`config.mk`:
```
export PLATFORM = sky130hd
export DESIGN_NAME = uwtd_top
export DESIGN_NICKNAME = d
export VERILOG_FILES = /design/src/uwtd_pkg.sv /design/src/uwtd_top.sv
export SDC_FILE = /design/constraint.sdc
export NUM_CORES = 1
export LEC_CHECK = 0
export BUFFER_PORTS_ARGS = -buffer_cell sky130_fd_sc_hd__buf_2
export CAP_MARGIN = 20
export CORE_ASPECT_RATIO = 0.7
export CORE_MARGIN = 3
export CORE_UTILIZATION = 57
export DETAILED_ROUTE_END_ITERATION = 6
export GPL_TIMING_DRIVEN = 0
export PLACE_DENSITY_LB_ADDON = 0.2
export SLEW_MARGIN = 20
export SYNTH_ARGS = -nofsm -noshare
export SYNTH_HDL_FRONTEND = slang
export SYNTH_SLANG_ARGS = --single-unit
export TNS_END_PERCENT = 30
```
`constraint.sdc`:
```
create_clock -name clock -period 3.63 [get_ports clock]
set_clock_uncertainty 0.05 [all_clocks]
set_input_delay 0.363 -clock clock [delete_from_list [all_inputs] [get_ports clock]]
set_output_delay 0.363 -clock clock [all_outputs]
set_load 0.01 [all_outputs]
```
`src/uwtd_pkg.sv`:
```
/*
  Shared constants and types of the serial transceiver with its transmit
  DMA register bank. Assumes Avalon-MM word access, 8-bit registers.
*/
package uwtd_pkg;
  // Register index; byte address is four times the index
  localparam logic [13:0] IDX_HOLD     = 14'h0000;
  localparam logic [13:0] IDX_FMT      = 14'h0003;
  localparam logic [13:0] IDX_MODE     = 14'h0004;
  localparam logic [13:0] IDX_STATUS   = 14'h0005;
  localparam logic [13:0] IDX_CMD      = 14'h0006;
  localparam logic [13:0] IDX_BAUD_LO  = 14'h0007;
  localparam logic [13:0] IDX_BAUD_HI  = 14'h0008;
  localparam logic [13:0] IDX_RTO      = 14'h0009;
  localparam logic [13:0] IDX_TTG      = 14'h000a;
  localparam logic [13:0] IDX_TAD_LO   = 14'h2000;
  localparam logic [13:0] IDX_DMA_EN   = 14'h2001;
  localparam logic [13:0] IDX_LEN_LO   = 14'h2003;
  localparam logic [13:0] IDX_LEN_HI   = 14'h2004;
  localparam logic [13:0] IDX_SENT_LO  = 14'h2005;
  localparam logic [13:0] IDX_SENT_HI  = 14'h2006;
  localparam logic [7:0]  REG_RESET    = 8'h00;

  // Command register bit positions, then the DMA enable register bit
  localparam int CMD_RX_ON   = 7;
  localparam int CMD_CLR_ERR = 6;
  localparam int CMD_TX_ON   = 5;
  localparam int CMD_RESTART = 4;
  localparam int CMD_TX_RST  = 3;
  localparam int CMD_RX_RST  = 2;
  localparam int CMD_BRK_END = 1;
  localparam int CMD_BRK_GO  = 0;
  localparam int DMA_ON_BIT  = 7;

  // Oversampling counts, in ticks of the 16x rate
  localparam logic [5:0] TICKS_BIT    = 6'h10;
  localparam logic [5:0] TICKS_STOP15 = 6'h18;
  localparam logic [5:0] TICKS_STOP2  = 6'h20;
  localparam logic [3:0] RX_MID       = 4'h7;
  localparam logic [3:0] RX_LAST      = 4'hf;

  // Channel modes
  localparam logic [1:0] CH_NORMAL = 2'h0;
  localparam logic [1:0] CH_ECHO   = 2'h1;
  localparam logic [1:0] CH_LOCAL  = 2'h2;
  localparam logic [1:0] CH_REMOTE = 2'h3;

  // Frame format register layout
  typedef struct packed {
    logic [1:0] char_len;
    logic [1:0] stop_len;
    logic [2:0] parity;
    logic       rsvd;
  } uwtd_fmt_t;

  typedef enum logic [2:0] {
    TX_IDLE  = 3'h0,
    TX_START = 3'h1,
    TX_DATA  = 3'h3,
    TX_PAR   = 3'h2,
    TX_STOP  = 3'h6,
    TX_GUARD = 3'h7
  } uwtd_tx_t;

  typedef enum logic [2:0] {
    RX_IDLE  = 3'h0,
    RX_START = 3'h1,
    RX_DATA  = 3'h3,
    RX_PAR   = 3'h2,
    RX_STOP  = 3'h6
  } uwtd_rx_t;
endpackage

```
`src/uwtd_top.sv`:
```
/*
  Serial transceiver with transmit DMA register bank, one clock.
  Assumes an Avalon-MM master, a shared memory answering reads with
  mem_ack, and a remote serial device on rxd and txd.
*/
// The Avalon-MM register port was chosen for this implementation.
module uwtd_top (
  input  wire logic        clock,       // 200 MHz system clock
  input  wire logic        sys_rst,     // Synchronous reset
  input  wire logic [15:0] address,     // Byte address
  input  wire logic        read,        // Read request
  input  wire logic        write,       // Write request
  input  wire logic [31:0] writedata,   // Write data
  input  wire logic [3:0]  byteenable,  // Lane 0 carries registers
  output logic      [31:0] readdata,    // Read data
  output logic             waitrequest, // Stall until answer
  input  wire logic        rxd,         // Serial line in
  output logic             txd,         // Serial line out
  output logic             mem_rd,      // Shared memory read request
  output logic      [11:0] mem_addr,    // Shared memory byte address
  input  wire logic        mem_ack,     // Read data valid
  input  wire logic [7:0]  mem_data     // Read data
);

  // Parity bit for a character under a parity mode
  function automatic logic par_bit(input logic [2:0] m, input logic [7:0] d);
    unique case (m[1:0])
      2'h0: par_bit = ^d;
      2'h1: par_bit = ~^d;
      2'h2: par_bit = 1'b0;
      2'h3: par_bit = 1'b1;
    endcase
  endfunction

  // Keep only the bits of the programmed length
  function automatic logic [7:0] mask_char(input logic [1:0] l, input logic [7:0] d);
    mask_char = d & (8'hff >> (2'h3 - l));
  endfunction

  // Register state
  uwtd_pkg::uwtd_fmt_t fmt;
  logic [1:0]  chan;
  logic        rx_on;
  logic        tx_on;
  logic [7:0]  baud_lo;
  logic [7:0]  baud_hi;
  logic [7:0]  rto;
  logic [7:0]  ttg;
  logic        dma_on;
  logic [11:0] tad;
  logic [10:0] plen;
  logic [10:0] sent;
  logic        dma_act;
  logic        done_ok;
  logic        done_early;

  // Bus decode
  logic [7:0]  rd_mux;
  logic [7:0]  status;
  wire         req     = read | write;
  wire         wr_acc  = write & ~waitrequest & byteenable[0];
  wire         rd_acc  = read & ~waitrequest;
  wire  [13:0] idx     = address[15:2];
  wire  [7:0]  wd      = writedata[7:0];
  wire         w_hold  = wr_acc & (idx == uwtd_pkg::IDX_HOLD);
  wire         w_cmd   = wr_acc & (idx == uwtd_pkg::IDX_CMD);
  wire         w_dma   = wr_acc & (idx == uwtd_pkg::IDX_DMA_EN);
  wire         r_hold  = rd_acc & (idx == uwtd_pkg::IDX_HOLD);
  wire         r_dsta  = rd_acc & (idx == uwtd_pkg::IDX_SENT_HI);

  // One-cycle command strobes
  // clear faults
  wire clr_err  = w_cmd & wd[uwtd_pkg::CMD_CLR_ERR];
  wire restart  = w_cmd & wd[uwtd_pkg::CMD_RESTART];
  wire tx_rst   = sys_rst | (w_cmd & wd[uwtd_pkg::CMD_TX_RST]);
  wire rx_rst   = sys_rst | (w_cmd & wd[uwtd_pkg::CMD_RX_RST]);
  wire brk_go   = w_cmd & wd[uwtd_pkg::CMD_BRK_GO];
  wire brk_end  = w_cmd & wd[uwtd_pkg::CMD_BRK_END];

  // Answer one cycle after the request appears; every access costs two edges
  always_ff @(posedge clock)
  begin
    if (sys_rst)
      waitrequest <= 1'b1;
    else
      waitrequest <= ~(req & waitrequest);
  end

  // Read data captured while the answer is prepared
  always_ff @(posedge clock)
  begin
    if (sys_rst)
      readdata <= 32'h0;
    else if (req & waitrequest)
      readdata <= {24'h0, rd_mux};
  end

  // Plain configuration registers
  always_ff @(posedge clock)
  begin
    if (sys_rst)
    begin
      fmt     <= uwtd_pkg::uwtd_fmt_t'(uwtd_pkg::REG_RESET);
      chan    <= uwtd_pkg::REG_RESET[1:0];
      rx_on   <= 1'b0;
      tx_on   <= 1'b0;
      baud_lo <= uwtd_pkg::REG_RESET;
      baud_hi <= uwtd_pkg::REG_RESET;
      rto     <= uwtd_pkg::REG_RESET;
      ttg     <= uwtd_pkg::REG_RESET;
      plen    <= 11'h0;
    end
    else if (wr_acc)
    begin
      unique case (idx)
        uwtd_pkg::IDX_FMT:     fmt     <= uwtd_pkg::uwtd_fmt_t'(wd);
        uwtd_pkg::IDX_MODE:    chan    <= wd[7:6];
        uwtd_pkg::IDX_CMD:
        begin
          rx_on <= wd[uwtd_pkg::CMD_RX_ON];
          tx_on <= wd[uwtd_pkg::CMD_TX_ON];
        end
        uwtd_pkg::IDX_BAUD_LO: baud_lo <= wd;
        uwtd_pkg::IDX_BAUD_HI: baud_hi <= wd;
        uwtd_pkg::IDX_RTO:     rto     <= wd;
        uwtd_pkg::IDX_TTG:     ttg     <= wd;
        uwtd_pkg::IDX_LEN_LO:  plen[7:0]  <= wd;
        uwtd_pkg::IDX_LEN_HI:  plen[10:8] <= wd[2:0];
        default:               ;
      endcase
    end
  end

  // Baud generator: 16x tick, a zero divisor halts the line
  logic [15:0] bcnt;
  logic [3:0]  bsub;
  wire  [15:0] divisor = {baud_hi, baud_lo};
  wire         tick16  = (divisor != 16'h0) & (bcnt == divisor - 16'h1);
  wire         bit_tick = tick16 & (bsub == uwtd_pkg::RX_LAST);

  always_ff @(posedge clock)
  begin
    if (sys_rst | ~(|divisor))
    begin
      bcnt <= 16'h0;
      bsub <= 4'h0;
    end
    else
    begin
      bcnt <= tick16 ? 16'h0 : bcnt + 16'h1;
      if (tick16)
        bsub <= bsub + 4'h1;
    end
  end

  // Transmitter
  uwtd_pkg::uwtd_tx_t tx_st;
  logic [7:0] tx_holding_ready;
  logic       thr_full;
  logic [7:0] tsr;
  logic       tx_par;
  logic [2:0] tx_bits;
  logic [5:0] tx_sub;
  logic [7:0] tx_guard;
  logic       brk;
  logic       tx_line;
  logic [5:0] stop_ticks;
  wire        has_par  = ~fmt.parity[2];
  // last data bit index is four plus the code
  wire  [2:0] last_bit = 3'h4 + {1'b0, fmt.char_len};
  wire        dma_load = mem_rd & mem_ack;
  wire        cpu_load = w_hold & ~thr_full & ~mem_rd;
  wire        tx_adv   = tick16 & tx_on;
  wire  [5:0] tx_lim   = (tx_st == uwtd_pkg::TX_STOP) ? stop_ticks : uwtd_pkg::TICKS_BIT;
  wire        tx_end   = tx_adv & (tx_sub == tx_lim - 6'h1);

  always_comb
  begin
    unique case (fmt.stop_len)
      2'h0:    stop_ticks = uwtd_pkg::TICKS_BIT;
      2'h1:    stop_ticks = uwtd_pkg::TICKS_STOP15;
      default: stop_ticks = uwtd_pkg::TICKS_STOP2;
    endcase
  end

  // Line level of the running character
  always_comb
  begin
    unique case (tx_st)
      uwtd_pkg::TX_START: tx_line = 1'b0;
      uwtd_pkg::TX_DATA:  tx_line = tsr[0];
      uwtd_pkg::TX_PAR:   tx_line = tx_par;
      default:            tx_line = 1'b1;
    endcase
  end

  always_ff @(posedge clock)
  begin
    if (tx_rst)
    begin
      tx_st    <= uwtd_pkg::TX_IDLE;
      tx_holding_ready      <= 8'h0;
      thr_full <= 1'b0;
      tsr      <= 8'h0;
      tx_par   <= 1'b0;
      tx_bits  <= 3'h0;
      tx_sub   <= 6'h0;
      tx_guard <= 8'h0;
    end
    else
    begin
      if (dma_load | cpu_load)
      begin
        tx_holding_ready      <= dma_load ? mem_data : wd;
        thr_full <= 1'b1;
      end
      if (tx_adv & (tx_st != uwtd_pkg::TX_IDLE))
        tx_sub <= tx_end ? 6'h0 : tx_sub + 6'h1;
      unique case (tx_st)
        uwtd_pkg::TX_IDLE:
          // holding moves to shift register only when enabled
          if (tx_on & thr_full & ~brk)
          begin
            tsr      <= mask_char(fmt.char_len, tx_holding_ready);
            tx_par   <= par_bit(fmt.parity, mask_char(fmt.char_len, tx_holding_ready));
            thr_full <= 1'b0;
            tx_sub   <= 6'h0;
            tx_st    <= uwtd_pkg::TX_START;
          end
        uwtd_pkg::TX_START:
          if (tx_end)
          begin
            tx_bits <= 3'h0;
            tx_st   <= uwtd_pkg::TX_DATA;
          end
        uwtd_pkg::TX_DATA:
          if (tx_end)
          begin
            tsr     <= tsr >> 1;
            tx_bits <= tx_bits + 3'h1;
            if (tx_bits == last_bit)
              tx_st <= has_par ? uwtd_pkg::TX_PAR : uwtd_pkg::TX_STOP;
          end
        uwtd_pkg::TX_PAR:
          if (tx_end)
            tx_st <= uwtd_pkg::TX_STOP;
        uwtd_pkg::TX_STOP:
          // guard gap after the stop bits
          if (tx_end)
          begin
            tx_guard <= 8'h1;
            tx_st    <= (ttg != 8'h0) ? uwtd_pkg::TX_GUARD : uwtd_pkg::TX_IDLE;
          end
        uwtd_pkg::TX_GUARD:
          if (tx_end)
          begin
            tx_guard <= tx_guard + 8'h1;
            if (tx_guard >= ttg)
              tx_st <= uwtd_pkg::TX_IDLE;
          end
      endcase
    end
  end

  // break held until the stop command; stop wins if both written
  always_ff @(posedge clock)
  begin
    if (tx_rst)
      brk <= 1'b0;
    else if (brk_end)
      brk <= 1'b0;
    else if (brk_go)
      brk <= 1'b1;
  end

  // Channel routing
  wire tx_wire = brk ? 1'b0 : tx_line;
  // receiver input per channel mode; remote loopback idles it
  wire rx_in   = (chan == uwtd_pkg::CH_LOCAL)  ? tx_wire :
                 (chan == uwtd_pkg::CH_REMOTE) ? 1'b1 : rxd;

  // echo modes return the line, local loopback keeps it idle
  always_ff @(posedge clock)
  begin
    if (sys_rst)
      txd <= 1'b1;
    else
    begin
      unique case (chan)
        uwtd_pkg::CH_NORMAL: txd <= tx_wire;
        uwtd_pkg::CH_LOCAL:  txd <= 1'b1;
        default:             txd <= rxd;
      endcase
    end
  end

  // Receiver
  uwtd_pkg::uwtd_rx_t rx_st;
  logic [7:0] rx_sr;
  logic [7:0] rx_holding_full;
  logic [3:0] rx_sub;
  logic [2:0] rx_bits;
  logic       rx_pbit;
  logic       rx_armed;
  logic       rx_full;
  logic       pe;
  logic       fe;
  logic       oe;
  logic       rbrk;
  logic       rtof;
  logic [7:0] tmo;
  wire        rx_adv  = tick16 & rx_on;
  wire        rx_samp = rx_adv & (rx_sub == uwtd_pkg::RX_LAST);
  wire  [7:0] rx_data = rx_sr >> (2'h3 - fmt.char_len);
  wire        rx_done = rx_samp & (rx_st == uwtd_pkg::RX_STOP);
  wire        bad_stop = ~rx_in;
  // all-zero character with low stop, and low parity bit if enabled, is a break
  wire        is_brk  = bad_stop & (rx_data == 8'h0) & ~(has_par & rx_pbit);
  wire        bad_par = has_par & (rx_pbit != par_bit(fmt.parity, rx_data));

  always_ff @(posedge clock)
  begin
    if (rx_rst)
    begin
      rx_st    <= uwtd_pkg::RX_IDLE;
      rx_sr    <= 8'h0;
      rx_sub   <= 4'h0;
      rx_bits  <= 3'h0;
      rx_pbit  <= 1'b0;
      rx_armed <= 1'b0;
    end
    else if (rx_adv)
    begin
      rx_sub <= rx_sub + 4'h1;
      unique case (rx_st)
        uwtd_pkg::RX_IDLE:
        begin
          // A line stuck low after a break must rise before a new start
          rx_armed <= rx_in;
          rx_sub   <= 4'h0;
          if (rx_armed & ~rx_in)
            rx_st <= uwtd_pkg::RX_START;
        end
        uwtd_pkg::RX_START:
          if (rx_sub == uwtd_pkg::RX_MID)
          begin
            rx_sub  <= 4'h0;
            rx_bits <= 3'h0;
            rx_st   <= rx_in ? uwtd_pkg::RX_IDLE : uwtd_pkg::RX_DATA;
          end
        uwtd_pkg::RX_DATA:
          if (rx_samp)
          begin
            rx_sr   <= {rx_in, rx_sr[7:1]};
            rx_bits <= rx_bits + 3'h1;
            if (rx_bits == last_bit)
              rx_st <= has_par ? uwtd_pkg::RX_PAR : uwtd_pkg::RX_STOP;
          end
        uwtd_pkg::RX_PAR:
          if (rx_samp)
          begin
            rx_pbit <= rx_in;
            rx_st   <= uwtd_pkg::RX_STOP;
          end
        uwtd_pkg::RX_STOP:
          if (rx_samp)
          begin
            rx_armed <= 1'b0;
            rx_st    <= uwtd_pkg::RX_IDLE;
          end
      endcase
    end
  end

  // Receive flags; a new event beats a clear in the same cycle
  always_ff @(posedge clock)
  begin
    if (rx_rst)
    begin
      rx_holding_full     <= 8'h0;
      rx_full <= 1'b0;
      pe      <= 1'b0;
      fe      <= 1'b0;
      oe      <= 1'b0;
      rbrk    <= 1'b0;
    end
    else
    begin
      if (rx_done)
        rx_holding_full <= rx_data;
      rx_full <= rx_done | (rx_full & ~r_hold);
      oe      <= (rx_done & rx_full & ~r_hold) | (oe & ~clr_err);
      pe      <= (rx_done & bad_par) | (pe & ~clr_err);
      fe      <= (rx_done & bad_stop) | (fe & ~clr_err);
      rbrk    <= (rx_done & is_brk) | rbrk;
    end
  end

  // Receive timeout in bit periods, armed by restart or a character
  wire tmo_run = rx_on & (rto != 8'h0) & (rx_st == uwtd_pkg::RX_IDLE) & (tmo != 8'h0);
  always_ff @(posedge clock)
  begin
    if (rx_rst)
    begin
      tmo  <= 8'h0;
      rtof <= 1'b0;
    end
    else
    begin
      if (restart | rx_done)
        tmo <= rto;
      // count bit periods, zero register never arms
      else if (tmo_run & bit_tick)
        tmo <= tmo - 8'h1;
      // flag at the end of the period
      rtof <= (tmo_run & bit_tick & (tmo == 8'h1)) | (rtof & ~restart);
    end
  end

  // Transmit DMA engine
  // enable bit and high address bits; count and flags
  always_ff @(posedge clock)
  begin
    if (sys_rst)
    begin
      dma_on     <= 1'b0;
      dma_act    <= 1'b0;
      tad        <= 12'h0;
      sent       <= 11'h0;
      mem_rd     <= 1'b0;
      mem_addr   <= 12'h0;
      done_ok    <= 1'b0;
      done_early <= 1'b0;
    end
    else
    begin
      done_ok    <= done_ok & ~(r_dsta & readdata[4]);
      done_early <= done_early & ~(r_dsta & readdata[3]);
      if (wr_acc & (idx == uwtd_pkg::IDX_TAD_LO))
        tad[7:0] <= wd;
      if (w_dma)
      begin
        dma_on    <= wd[uwtd_pkg::DMA_ON_BIT];
        tad[11:8] <= wd[3:0];
        if (wd[uwtd_pkg::DMA_ON_BIT] & ~dma_act)
        begin
          dma_act  <= 1'b1;
          sent     <= 11'h0;
          mem_addr <= {wd[3:0], tad[7:0]};
        end
        else if (~wd[uwtd_pkg::DMA_ON_BIT] & dma_act)
        begin
          // Stopped by software before the length was reached
          dma_act    <= 1'b0;
          mem_rd     <= 1'b0;
          done_early <= 1'b1;
        end
      end
      else if (dma_act)
      begin
        if (dma_load)
        begin
          mem_rd   <= 1'b0;
          sent     <= sent + 11'h1;
          mem_addr <= mem_addr + 12'h1;
        end
        else if (sent == plen)
        begin
          dma_act <= 1'b0;
          dma_on  <= 1'b0;
          done_ok <= 1'b1;
        end
        else if (~mem_rd & ~thr_full & ~w_hold)
          mem_rd <= 1'b1;
      end
    end
  end

  // Status word and read mux
  // both stages idle
  assign status = {~thr_full & (tx_st == uwtd_pkg::TX_IDLE), rtof, pe, fe, oe, rbrk, ~thr_full, rx_full};

  always_comb
  begin
    unique case (idx)
      uwtd_pkg::IDX_HOLD:    rd_mux = rx_holding_full;
      uwtd_pkg::IDX_FMT:     rd_mux = fmt;
      uwtd_pkg::IDX_MODE:    rd_mux = {chan, 6'h0};
      uwtd_pkg::IDX_STATUS:  rd_mux = status;
      uwtd_pkg::IDX_CMD:     rd_mux = {rx_on, 1'b0, tx_on, 5'h0};
      uwtd_pkg::IDX_BAUD_LO: rd_mux = baud_lo;
      uwtd_pkg::IDX_BAUD_HI: rd_mux = baud_hi;
      uwtd_pkg::IDX_RTO:     rd_mux = rto;
      uwtd_pkg::IDX_TTG:     rd_mux = ttg;
      uwtd_pkg::IDX_TAD_LO:  rd_mux = tad[7:0];
      uwtd_pkg::IDX_DMA_EN:  rd_mux = {dma_on, 3'h0, tad[11:8]};
      uwtd_pkg::IDX_LEN_LO:  rd_mux = plen[7:0];
      uwtd_pkg::IDX_LEN_HI:  rd_mux = {5'h0, plen[10:8]};
      uwtd_pkg::IDX_SENT_LO: rd_mux = sent[7:0];
      uwtd_pkg::IDX_SENT_HI: rd_mux = {3'h0, done_ok, done_early, sent[10:8]};
      default:               rd_mux = 8'h0;
    endcase
  end

endmodule // uwtd_top

```
==> results of run 1 <==
==> metal layers <==
layer | track usage [%] | vias up
met2 | 47.1 | 701
met4 | 8.31 | 0
met1 | 48.3 | 5527
met5 | 0 | -
li1 | - | 5473
met3 | 9.65 | 89
==> final cells by class <==
type / instances / area, sq um
buffer: 113 / 554
tap: 270 / 338
clock inverter: 6 / 109
timing repair buffer: 60 / 310
multi-input combinational: 1124 / 7040
fill: 1744 / 6680
inverter: 31 / 116
sequential: 206 / 4130
clock buffer: 32 / 637
==> worst max-delay path by stage <==
stage / start / endpoint / slack, ps / cells past startpoint
final: baud_lo[1] / tmo[3] / 190 / 12
after CTS: baud_lo[0] / tmo[6] / 1 / 12
after global placement: baud_lo[0] / bcnt[13] / -730 / 13
after detailed placement: baud_lo[0] / bcnt[13] / -810 / 13
after floorplan: baud_lo[2] / rx_holding_full[4] / 430 / 10
after global routing: baud_lo[1] / tmo[3] / -30 / 12
==> per-stage QoR <==
step	setup slack [ps]	std cells
6_report	193	1842
3_5_place_dp	-814	1804
2_1_floorplan	427	1477
5_1_grt	-26.4	1842
3_3_place_gp	-734	1803
4_1_cts	1.36	1844
==> flip-flops by register name, indices dropped and copies added (netlist names), 4 cells and up <==
register          count
tx_holding_ready      8
rx_sub                4
tx_guard              8
bcnt                 16
ttg                   8
rx_holding_full       8
bsub                  4
rto                   8
tx_sub                6
fmt                   8
baud_hi               8
sent                 11
tad                  12
baud_lo               8
readdata              8
tmo                   8
plen                 11
rx_sr                 8
mem_addr             12
tsr                   8
==> Yosys cell counts, types with 9 or more instances <==
| cell type | number |
|---|---|
| o21ai_0 | 45 |
| xnor2_1 | 39 |
| inv_1 | 31 |
| a22oi_1 | 28 |
| a211oi_1 | 17 |
| nand3_1 | 94 |
| nand2b_1 | 16 |
| and2_1 | 9 |
| nor2_1 | 146 |
| nor3b_1 | 11 |
| a21oi_1 | 121 |
| nand2_1 | 136 |
| a31oi_1 | 18 |
| or3_1 | 16 |
| a221oi_1 | 9 |
| clkbuf_1 | 79 |
| buf_4 | 26 |
| nor3_1 | 48 |
| or4_1 | 12 |
| nand4_1 | 25 |
| xor2_1 | 38 |
| and3_1 | 23 |
| dfxtp_1 | 206 |
| nor4_1 | 23 |
| ha_1 | 26 |
| mux2i_1 | 53 |
==> what timing repair did <==
item                                    in CTS  in global routing
buffers inserted                             3                  0
endpoints found under the setup margin      87                 70
resized for setup                           11                 16
pin swaps                                    2                  0
==> report_power, final <==
group	internal [mW]	switching, mW
clock network	1.42	0.934
registers	2.28	0.0297
logic	0.108	0.250
total	3.81	1.21
==> worst reg2reg max path: cells and delay by family (launching register included) <==
kind / cells / cell delay [ps]
adder cells (fa/ha/maj): 1 / 300
buffers and inverters: 3 / 820
AND/OR/NAND/NOR: 3 / 700
flip-flops: 1 / 390
AO/OA/AOI/OAI: 5 / 1130
==> cells by family after synthesis <==
family                   after synthesis  share of synthesized area, %
adder cells (fa/ha/maj)               26                          2.80
AO/OA/AOI/OAI                        331                          18.6
multiplexers                          59                          5.15
buffers and inverters                147                          5.84
other                                  1                        0.0323
AND/OR/NAND/NOR                      607                          26.2
XOR/XNOR                              77                          5.80
flip-flops                           206                          35.5
==> results.ini, run 1 <==
[setup_path]
worst_r2r_path_depth = 12
cp_num_buf_inv = 3
cpMaxStageDelayCell = or3b_2
cp_top_family = compound AO/OA/AOI/OAI gates
path_max_fanout = 10
r2r_start = baud_lo[1]
path_class = reg -> reg
crit_required_ps = 4000
crit_chain = inv_1, ha_2, or3b_2, o211ai_1, nor3_1, o21bai_1, o22a_1, clkbuf_2, nand4_1, clkbuf_1, a21oi_1, a211oi_1
cp-start-kind = flip-flop
r2r_slack_ps = 190
slowest_delay_ps = 490
cp.arrival_ps = 3810
endpoint_kind = flip-flop
r2r-end = tmo[3]

[layout]
final_common_cell = dfxtp_1
layout_common_cells = dfxtp_1 (203), nor2_1 (145), nand2_1 (135)
design_area_sq_mm = 0.0132
drive_gt1_share_pct = 12.0
antenna_cells = 0
nNetsFinal = 1649
finish.utilization_pct = 66.5
area_delta_synth_final_pct = 13.8

[sta]
tightestPinTransition_ps = 993
timing.hold.ws_ps = 96.9
period_minus_slack_ps = 3440
slew_violations = 0
fin_setup_tns_ps = 0
rsz0062_at_grt = true
fmax_mhz = 291
hold_viol = 0
slew_headroom_pct = 33.3
fin_crit_sh_pct = 94.7
setup_viol = 0

[job]
maxCapViolations = 0

[hold_path]
worstHoldStart = writedata[0]
worstHoldPathType = in -> reg
whs_path_depth = 3
worstHoldEndpoint = tad[8]

[floorplanning]
rows = 43
dieArea_sq_mm = 0.0222
die_h_um = 125
start_util_pct = 58.4
io_pins = 113
die_w_um = 177
coreArea_sq_mm = 0.0199

[cts]
insertion_delay_ps = 510
cts_tree = built
cts-root-buf = clkbuf_16
clock_path_buffers = 3
cts_buffers = 21
ctsHoldBuffers = 0
clk_pin_slew_ps = 70
cts.sinks = 206
cts_max_level = 1

[synth]
netlist_area_sq_mm = 0.0116
avgSynthCellArea_sq_um = 7.99
synthArstFlopShare_pct = 0
yosys-top-cells-area = dfxtp_1 (35%), a21oi_1 (5.2%), nor2_1 (4.7%), mux2i_1 (4.6%), nand2_1 (4.4%)
ys_seq_elements = 206
netlist.area_leader.share_pct = 35.5
ys_warn_count = 0
synth_edf_count = 0
seq_area_frac_synth_pct = 35.5
synth_top_cell_by_area = dfxtp_1
postSynthCellCount = 1454
synth_flop_cell = dfxtp_1
synth_cell_types = 87

[drt]
num_vias = 11800
post_drt_wl_per_cell_um = 20.6
top_layer_used = met4
wl_met1_um = 16600
ant_nets = 0
wl_met3_um = 4810
met2_length_um = 15600
dr.pass1.iters = 7
route.detailed.drc = 0
drt_iter0_drc = 1496
postRouteWirelength_um = 38000
viasPerCell = 6.40

[status]
status = completed

[grt]
antenna_found_initial = 1
grt_max_degree = 15
globalRouteOverflowTotal = 0
grt_pass1_wl_um = 58600
grt_util_all_layers_pct = 32.8
grt_pass1_vias = 10700

[pwr]
power_mw = 5.02
ir_drop_mv = 0.344
powerDensity_mw_per_mm2 = 380
power.leakage_nw = 4.80

[placed_design]
dpl.hpwl_um = 28000
portBuffers = 56
placed_area_sq_mm = 0.0123
gp_congestion = 1.02

(Power assumes the default switching activity.)
==> inputs of run 2 (changes only) <==
==> constraint.sdc (replaced) <==
create_clock -name clock -period 3.63 [get_ports clock]
set_clock_uncertainty 0.05 [all_clocks]
set_input_delay 0 -clock clock [delete_from_list [all_inputs] [get_ports clock]]
set_output_delay 0 -clock clock [all_outputs]
set_load 0.01 [all_outputs]
==> run 2 against run 1 <==
  * Clock-buffer cell count unchanged
  * Die area unchanged
  * Total power increased by 0.31%
  * Register-to-register slack about the same
  * Fmax increased by 0.12%
  * Worst setup slack improved by 4.3 ps
  * Critical path depth unchanged
  * Largest cell class unchanged
==> results.ini, run 2 (synthesized netlist as in run 1, its figures left out) <==
[status]
status = completed

[hold_path]
worstHoldPathType = in -> reg
whs_path_depth = 3  ; unchanged

[setup_path]
critPathLaunch = baud_lo[1]
worst_r2r_path_depth = 12  ; unchanged
path_class = reg -> reg
r2r_start = baud_lo[1]
r2r_slack_ps = 200  ; about the same
path_max_fanout = 10  ; unchanged
crit_required_ps = 4000  ; about the same
cp.arrival_ps = 3810  ; about the same
cp-start-kind = flip-flop
r2r-end = tmo[3]
cp-endpoint = tmo[3]
endpoint_kind = flip-flop

[grt]
antenna_found_initial = 1  ; unchanged
globalRouteOverflowTotal = 0  ; unchanged
grt_pass1_vias = 10800  ; +1.3%
grt_util_all_layers_pct = 33.2  ; +0.34 points
grt_max_degree = 15  ; unchanged
grt_pass1_wl_um = 59200  ; +1.1%

[sta]
fin_crit_sh_pct = 94.6  ; -0.12 points
worst_slack_ps = 197  ; +4.25 ps
timing.hold.ws_ps = 31.9  ; -65.0 ps
fin_setup_tns_ps = 0  ; unchanged
period_minus_slack_ps = 3430  ; -4.25 ps
rsz0062_at_grt = true
slew_violations = 0  ; unchanged
setup_viol = 0  ; unchanged
slew_headroom_pct = 28.8  ; -4.6 points
hold_viol = 0  ; unchanged
fmax_mhz = 291  ; +0.12%
tightestPinTransition_ps = 1060  ; +65.3 ps

[layout]
antenna_cells = 0  ; unchanged
area_delta_synth_final_pct = 15.7
largest-register = bcnt
fillCellCount = 1710  ; -1.9%
layout_common_cells = dfxtp_1 (203), nor2_1 (145), nand2_1 (135)
drive_gt1_share_pct = 11.7  ; -0.23 points
final_common_cell = dfxtp_1
finish.utilization_pct = 67.5  ; +1.1 points
design_area_sq_mm = 0.0134  ; +1.6%
reg_top3 = bcnt: 16 flops, mem_addr: 12 flops, tad: 12 flops
nNetsFinal = 1671  ; +1.3%
final-instance-count-excl-fill = 1864  ; +1.2%
largest_reg_flops = 16  ; unchanged

[drt]
num_vias = 11900  ; +0.67%
dr.pass1.iters = 6  ; -1
met2_length_um = 15900  ; +1.9%
drt_iter0_drc = 1454  ; -2.8%
viasPerCell = 6.37  ; -0.52%
post_drt_wl_per_cell_um = 20.5  ; -0.47%
ant_nets = 0  ; unchanged
route.detailed.drc = 0  ; unchanged
top_layer_used = met4
wl_met3_um = 4520  ; -6.1%
postRouteWirelength_um = 38300  ; +0.72%
wl_met1_um = 16800  ; +1.4%

[floorplanning]
rows = 43  ; unchanged
io_pins = 113  ; unchanged
start_util_pct = 58.4  ; unchanged
coreArea_sq_mm = 0.0199  ; unchanged
die_h_um = 125  ; unchanged
die_w_um = 177  ; unchanged
dieArea_sq_mm = 0.0222  ; unchanged

[pwr]
power_mw = 5.04  ; +0.31%
switching_share_pct = 24.1  ; about the same
internal-power_mw = 3.82  ; +0.32%
ir_drop_mv = 0.349  ; +1.4%
seqPwrFrac_pct = 45.8  ; about the same
p_switching_mw = 1.22  ; +0.29%
power.leakage_nw = 4.90  ; +2.0%
powerDensity_mw_per_mm2 = 375  ; -1.3%
pwr-share-clk_pct = 46.8  ; about the same
p_comb_share_pct = 7.4  ; +0.3 points

[cts]
insertion_delay_ps = 510  ; about the same
clk_pin_slew_ps = 70  ; about the same
cts_max_level = 1  ; unchanged
cts.sinks = 206  ; unchanged
cts_tree = built
clock_path_buffers = 3  ; unchanged
cts-root-buf = clkbuf_16
cts_buffers = 21  ; unchanged

[job]
maxCapViolations = 0  ; unchanged

[placed_design]
placed_area_sq_mm = 0.0123  ; unchanged
place_ws_ps = -814  ; unchanged
dp_cells = 1804  ; unchanged
portBuffers = 56  ; unchanged
dpl.hpwl_um = 28000  ; unchanged
gp_congestion = 1.02  ; unchanged

==> run 2: metal layers <==
metal	vias up	global-route usage, %
met5	-	0
met4	0	8.40
met3	91	9.53
met2	671	48.1
met1	5590	48.4
li1	5517	-
==> run 2: power by group through the flow <==
stage / Combinational (mW) / Clock (mW) / Sequential, mW
2_1_floorplan: 0.233 / 0 / 2.34
3_3_place_gp: 0.362 / 0 / 2.33
3_5_place_dp: 0.366 / 0 / 2.33
4_1_cts: 0.380 / 2.37 / 2.28
5_1_grt: 0.399 / 2.46 / 2.31
6_report: 0.372 / 2.36 / 2.31
==> run 2: worst min path at each step <==
stage,from,to
detailed placement,mem_data[1],tx_holding_ready[1]
CTS,write,waitrequest
global placement,mem_data[0],tx_holding_ready[0]
finish,write,waitrequest
floorplan,writedata[0],tad[8]
global route,write,waitrequest
==> run 2: worst max-delay path: stages, from the launching register on <==
cell and delay [ps]:
dfxtp_1 390, inv_1 130, ha_2 300, or3b_2 490, o211ai_1 210, nor3_1 60, o21bai_1 220, o22a_1 300
clkbuf_2 280, nand4_1 150, clkbuf_1 390, a21oi_1 160, a211oi_1 230
==> run 2: repair_timing <==
| item | in CTS | in global routing |
|---|---|---|
| endpoints found under the hold margin | 31 | 0 |
| gates resized for setup | 11 | 15 |
| pin swaps | 2 | 0 |
| hold buffers | 22 | 0 |
| buffers inserted | 3 | 0 |
| cloned | 0 | 0 |
| setup endpoints to repair | 87 | 65 |
==> run 2: area by class of cell <==
class                      count  area (sq um)  share of cell area [%]
multi-input combinational   1124          7030                    52.3
sequential                   206          4130                    30.7
clock buffer                  32           637                    4.74
buffer                       113           554                    4.12
timing repair buffer          82           531                    3.95
tap                          270           338                    2.51
inverter                      31           116                   0.866
clock inverter                 6           109                   0.810
==> inputs of run 3 (changes only) <==
--- a/config.mk
+++ b/config.mk
@@ -13,6 +13,7 @@
 export DETAILED_ROUTE_END_ITERATION = 6
 export GPL_TIMING_DRIVEN = 0
 export PLACE_DENSITY_LB_ADDON = 0.2
+export REMOVE_ABC_BUFFERS = 1
 export SLEW_MARGIN = 20
 export SYNTH_ARGS = -nofsm -noshare
 export SYNTH_HDL_FRONTEND = slang
==> run 3 against run 2 <==
  * Flip-flop and latch count stayed put
  * Clock power is 3% lower
  * Via count is 3.8% lower
  * Total power is 2.2% lower
  * Fmax is 1.1% lower
  * Cell area is 2.1% lower
  * Largest cell class unchanged
  * Clock-buffer cell count is 1 lower
  * Die area stayed put
  * Global-route usage is 1.9 points lower
  * Sequential power hardly changed
  * First-iteration DRC count is 5.5% lower
  * Critical path depth is 4 lower
==> results.ini, run 3 (synthesized netlist as in run 1, its figures left out) <==
[status]
status = completed

[drt]
post_drt_wl_per_cell_um = 20.3  ; -1.2%
viasPerCell = 6.42  ; +0.81%
route.detailed.drc = 0  ; unchanged
ant_nets = 0  ; unchanged
dr.pass1.iters = 6  ; unchanged
drt_iter0_drc = 1374  ; -5.5%
postRouteWirelength_um = 36100  ; -5.7%
num_vias = 11400  ; -3.8%

[layout]
final-instance-count-excl-fill = 1779  ; -4.6%
area_delta_synth_final_pct = 13.2
final_common_cell = dfxtp_1
layout_common_cells = dfxtp_1 (206), nor2_1 (144), nand2_1 (136)
nNetsFinal = 1587  ; -5.0%
fillCellCount = 1726  ; +0.94%
largest_reg_flops = 16  ; unchanged
antenna_cells = 0  ; unchanged
largest-register = bcnt
reg_top3 = bcnt: 16 flops, mem_addr: 12 flops, tad: 12 flops
multi_input_area_sq_mm = 0.00703  ; about the same
drive_gt1_share_pct = 11.4  ; -0.33 points
seq_area_sq_mm = 0.00412  ; about the same

[pwr]
internal-power_mw = 3.73  ; -2.3%
powerDensity_mw_per_mm2 = 375  ; -0.11%
switching_share_pct = 24.2  ; +0.068 points
p_switching_mw = 1.19  ; -2.0%
seqPwrFrac_pct = 47.0  ; +1.2 points
ir_drop_mv = 0.273  ; -22%
p_comb_share_pct = 6.8  ; -0.6 points
pwr-share-clk_pct = 46.2  ; -0.6 points
power.leakage_nw = 4.71  ; -3.8%

[setup_path]
cp-start-kind = flip-flop
path_class = reg -> reg
path_max_fanout = 15  ; +5
r2r_slack_ps = 160  ; -40 ps
endpoint_kind = flip-flop
crit_required_ps = 4010  ; about the same
cp.arrival_ps = 3850  ; +40 ps

[grt]
grt_pass1_wl_um = 56600  ; -4.3%
grt_pass1_vias = 10400  ; -4.3%
grt_util_all_layers_pct = 31.3  ; -1.9 points
grt_max_degree = 63  ; +48
globalRouteOverflowTotal = 0  ; unchanged
antenna_found_initial = 0  ; -1

[floorplanning]
die_h_um = 125  ; unchanged
dieArea_sq_mm = 0.0222  ; unchanged
start_util_pct = 58.4  ; unchanged
die_w_um = 177  ; unchanged
io_pins = 113  ; unchanged
coreArea_sq_mm = 0.0199  ; unchanged
rows = 43  ; unchanged

[sta]
slew_violations = 0  ; unchanged
slew_headroom_pct = 23.6  ; -5.1 points
setup_viol = 0  ; unchanged
tightestPinTransition_ps = 1140  ; +77.9 ps
fmax_mhz = 288  ; -1.1%
rsz0062_at_grt = false
timing.hold.ws_ps = 64.9  ; +33.1 ps
period_minus_slack_ps = 3470  ; +37.5 ps
fin_crit_sh_pct = 95.6  ; +1.0 points
hold_viol = 0  ; unchanged

[cts]
cts-root-buf = clkbuf_16
clk_pin_slew_ps = 60  ; about the same
cts_max_level = 1  ; unchanged
cts_tree = built
insertion_delay_ps = 510  ; about the same
clock_path_buffers = 3  ; unchanged
cts_buffers = 21  ; unchanged
cts.sinks = 206  ; unchanged

[hold_path]
worstHoldPathType = in -> reg

[placed_design]
gp_congestion = 0.965  ; -5.1%
dp_cells = 1704  ; -5.5%
dpl.hpwl_um = 24700  ; -12%
portBuffers = 59  ; +5.4%

[job]
maxCapViolations = 0  ; unchanged

## run 3: changes by cell type in the layout (fill, tap and decap cells not counted), sizes merged
cell,change
dlygate4sd3,+10
bufinv,-1
buf,-17
clkbuf,-78
clkinvlp,+1
## run 3: final cells by class
class,instances,area share [%]
Timing Repair Buffer,111,6.26
Inverter,31,0.885
Clock buffer,31,4.81
Tap cell,270,2.57
Multi-Input combinational cell,1124,53.5
Clock inverter,6,0.656
Sequential cell,206,31.3
## run 3: layer usage
metal | part of all wire [%] | wire length (um) | global-route usage (%) | vias to the layer above
li1 | - | - | - | 5325
met1 | 44 | 15900 | 47.2 | 5404
met2 | 42 | 15200 | 45.5 | 590
met3 | 11 | 3930 | 6.07 | 101
met4 | 2.8 | 998 | 8.73 | 0
met5 | 0 | 0 | 0 | -
## run 3: power groups by stage
stage / Clock [mW] / Combinational (mW) / Sequential (mW)
6_report: 2.28 / 0.336 / 2.31
2_1_floorplan: 0 / 0.160 / 2.36
4_1_cts: 2.30 / 0.325 / 2.31
5_1_grt: 2.38 / 0.357 / 2.32
3_5_place_dp: 0 / 0.300 / 2.36
3_3_place_gp: 0 / 0.291 / 2.36
## run 3: path summary, 6_finish.rpt
kind	from	endpoint	cells after the start
max	baud_lo[2]	rx_holding_full[3]	8
min reg2reg	rx_sr[0]	rx_sr[0]	2
min	address[3]	readdata[7]	5
max reg2reg	baud_lo[2]	rx_holding_full[3]	8
## run 3: worst max-delay path, stage by stage, from the launching register on
cell	delay, ps
dfxtp_1	460
or4_4	570
or3_1	380
and2_0	160
or4_4	540
nor3_4	290
nand3_4	200
or4_1	580
a21oi_1	160
## run 3: stage by stage
stage	area, sq um	total power, mW	worst slack, ps	utilization, %	setup TNS (ps)
after CTS	13100	4.94	12.3	65.8	0
after global routing	13200	5.05	18.4	66.1	0
after detailed placement	12000	2.66	-901	60.2	-35470
final	13200	4.93	159	66.1	0
after global placement	11800	2.65	-1730	59.2	-90200
after floorplan	11100	2.51	-533	-	-6620
## run 3: repair_timing
item                                    CTS  global route
setup buffers                             3             3
pin swaps                                 2             2
resized for setup                         9             7
endpoints found under the setup margin   84            64
hold buffers                             32             0
endpoints found under the hold margin   104             0
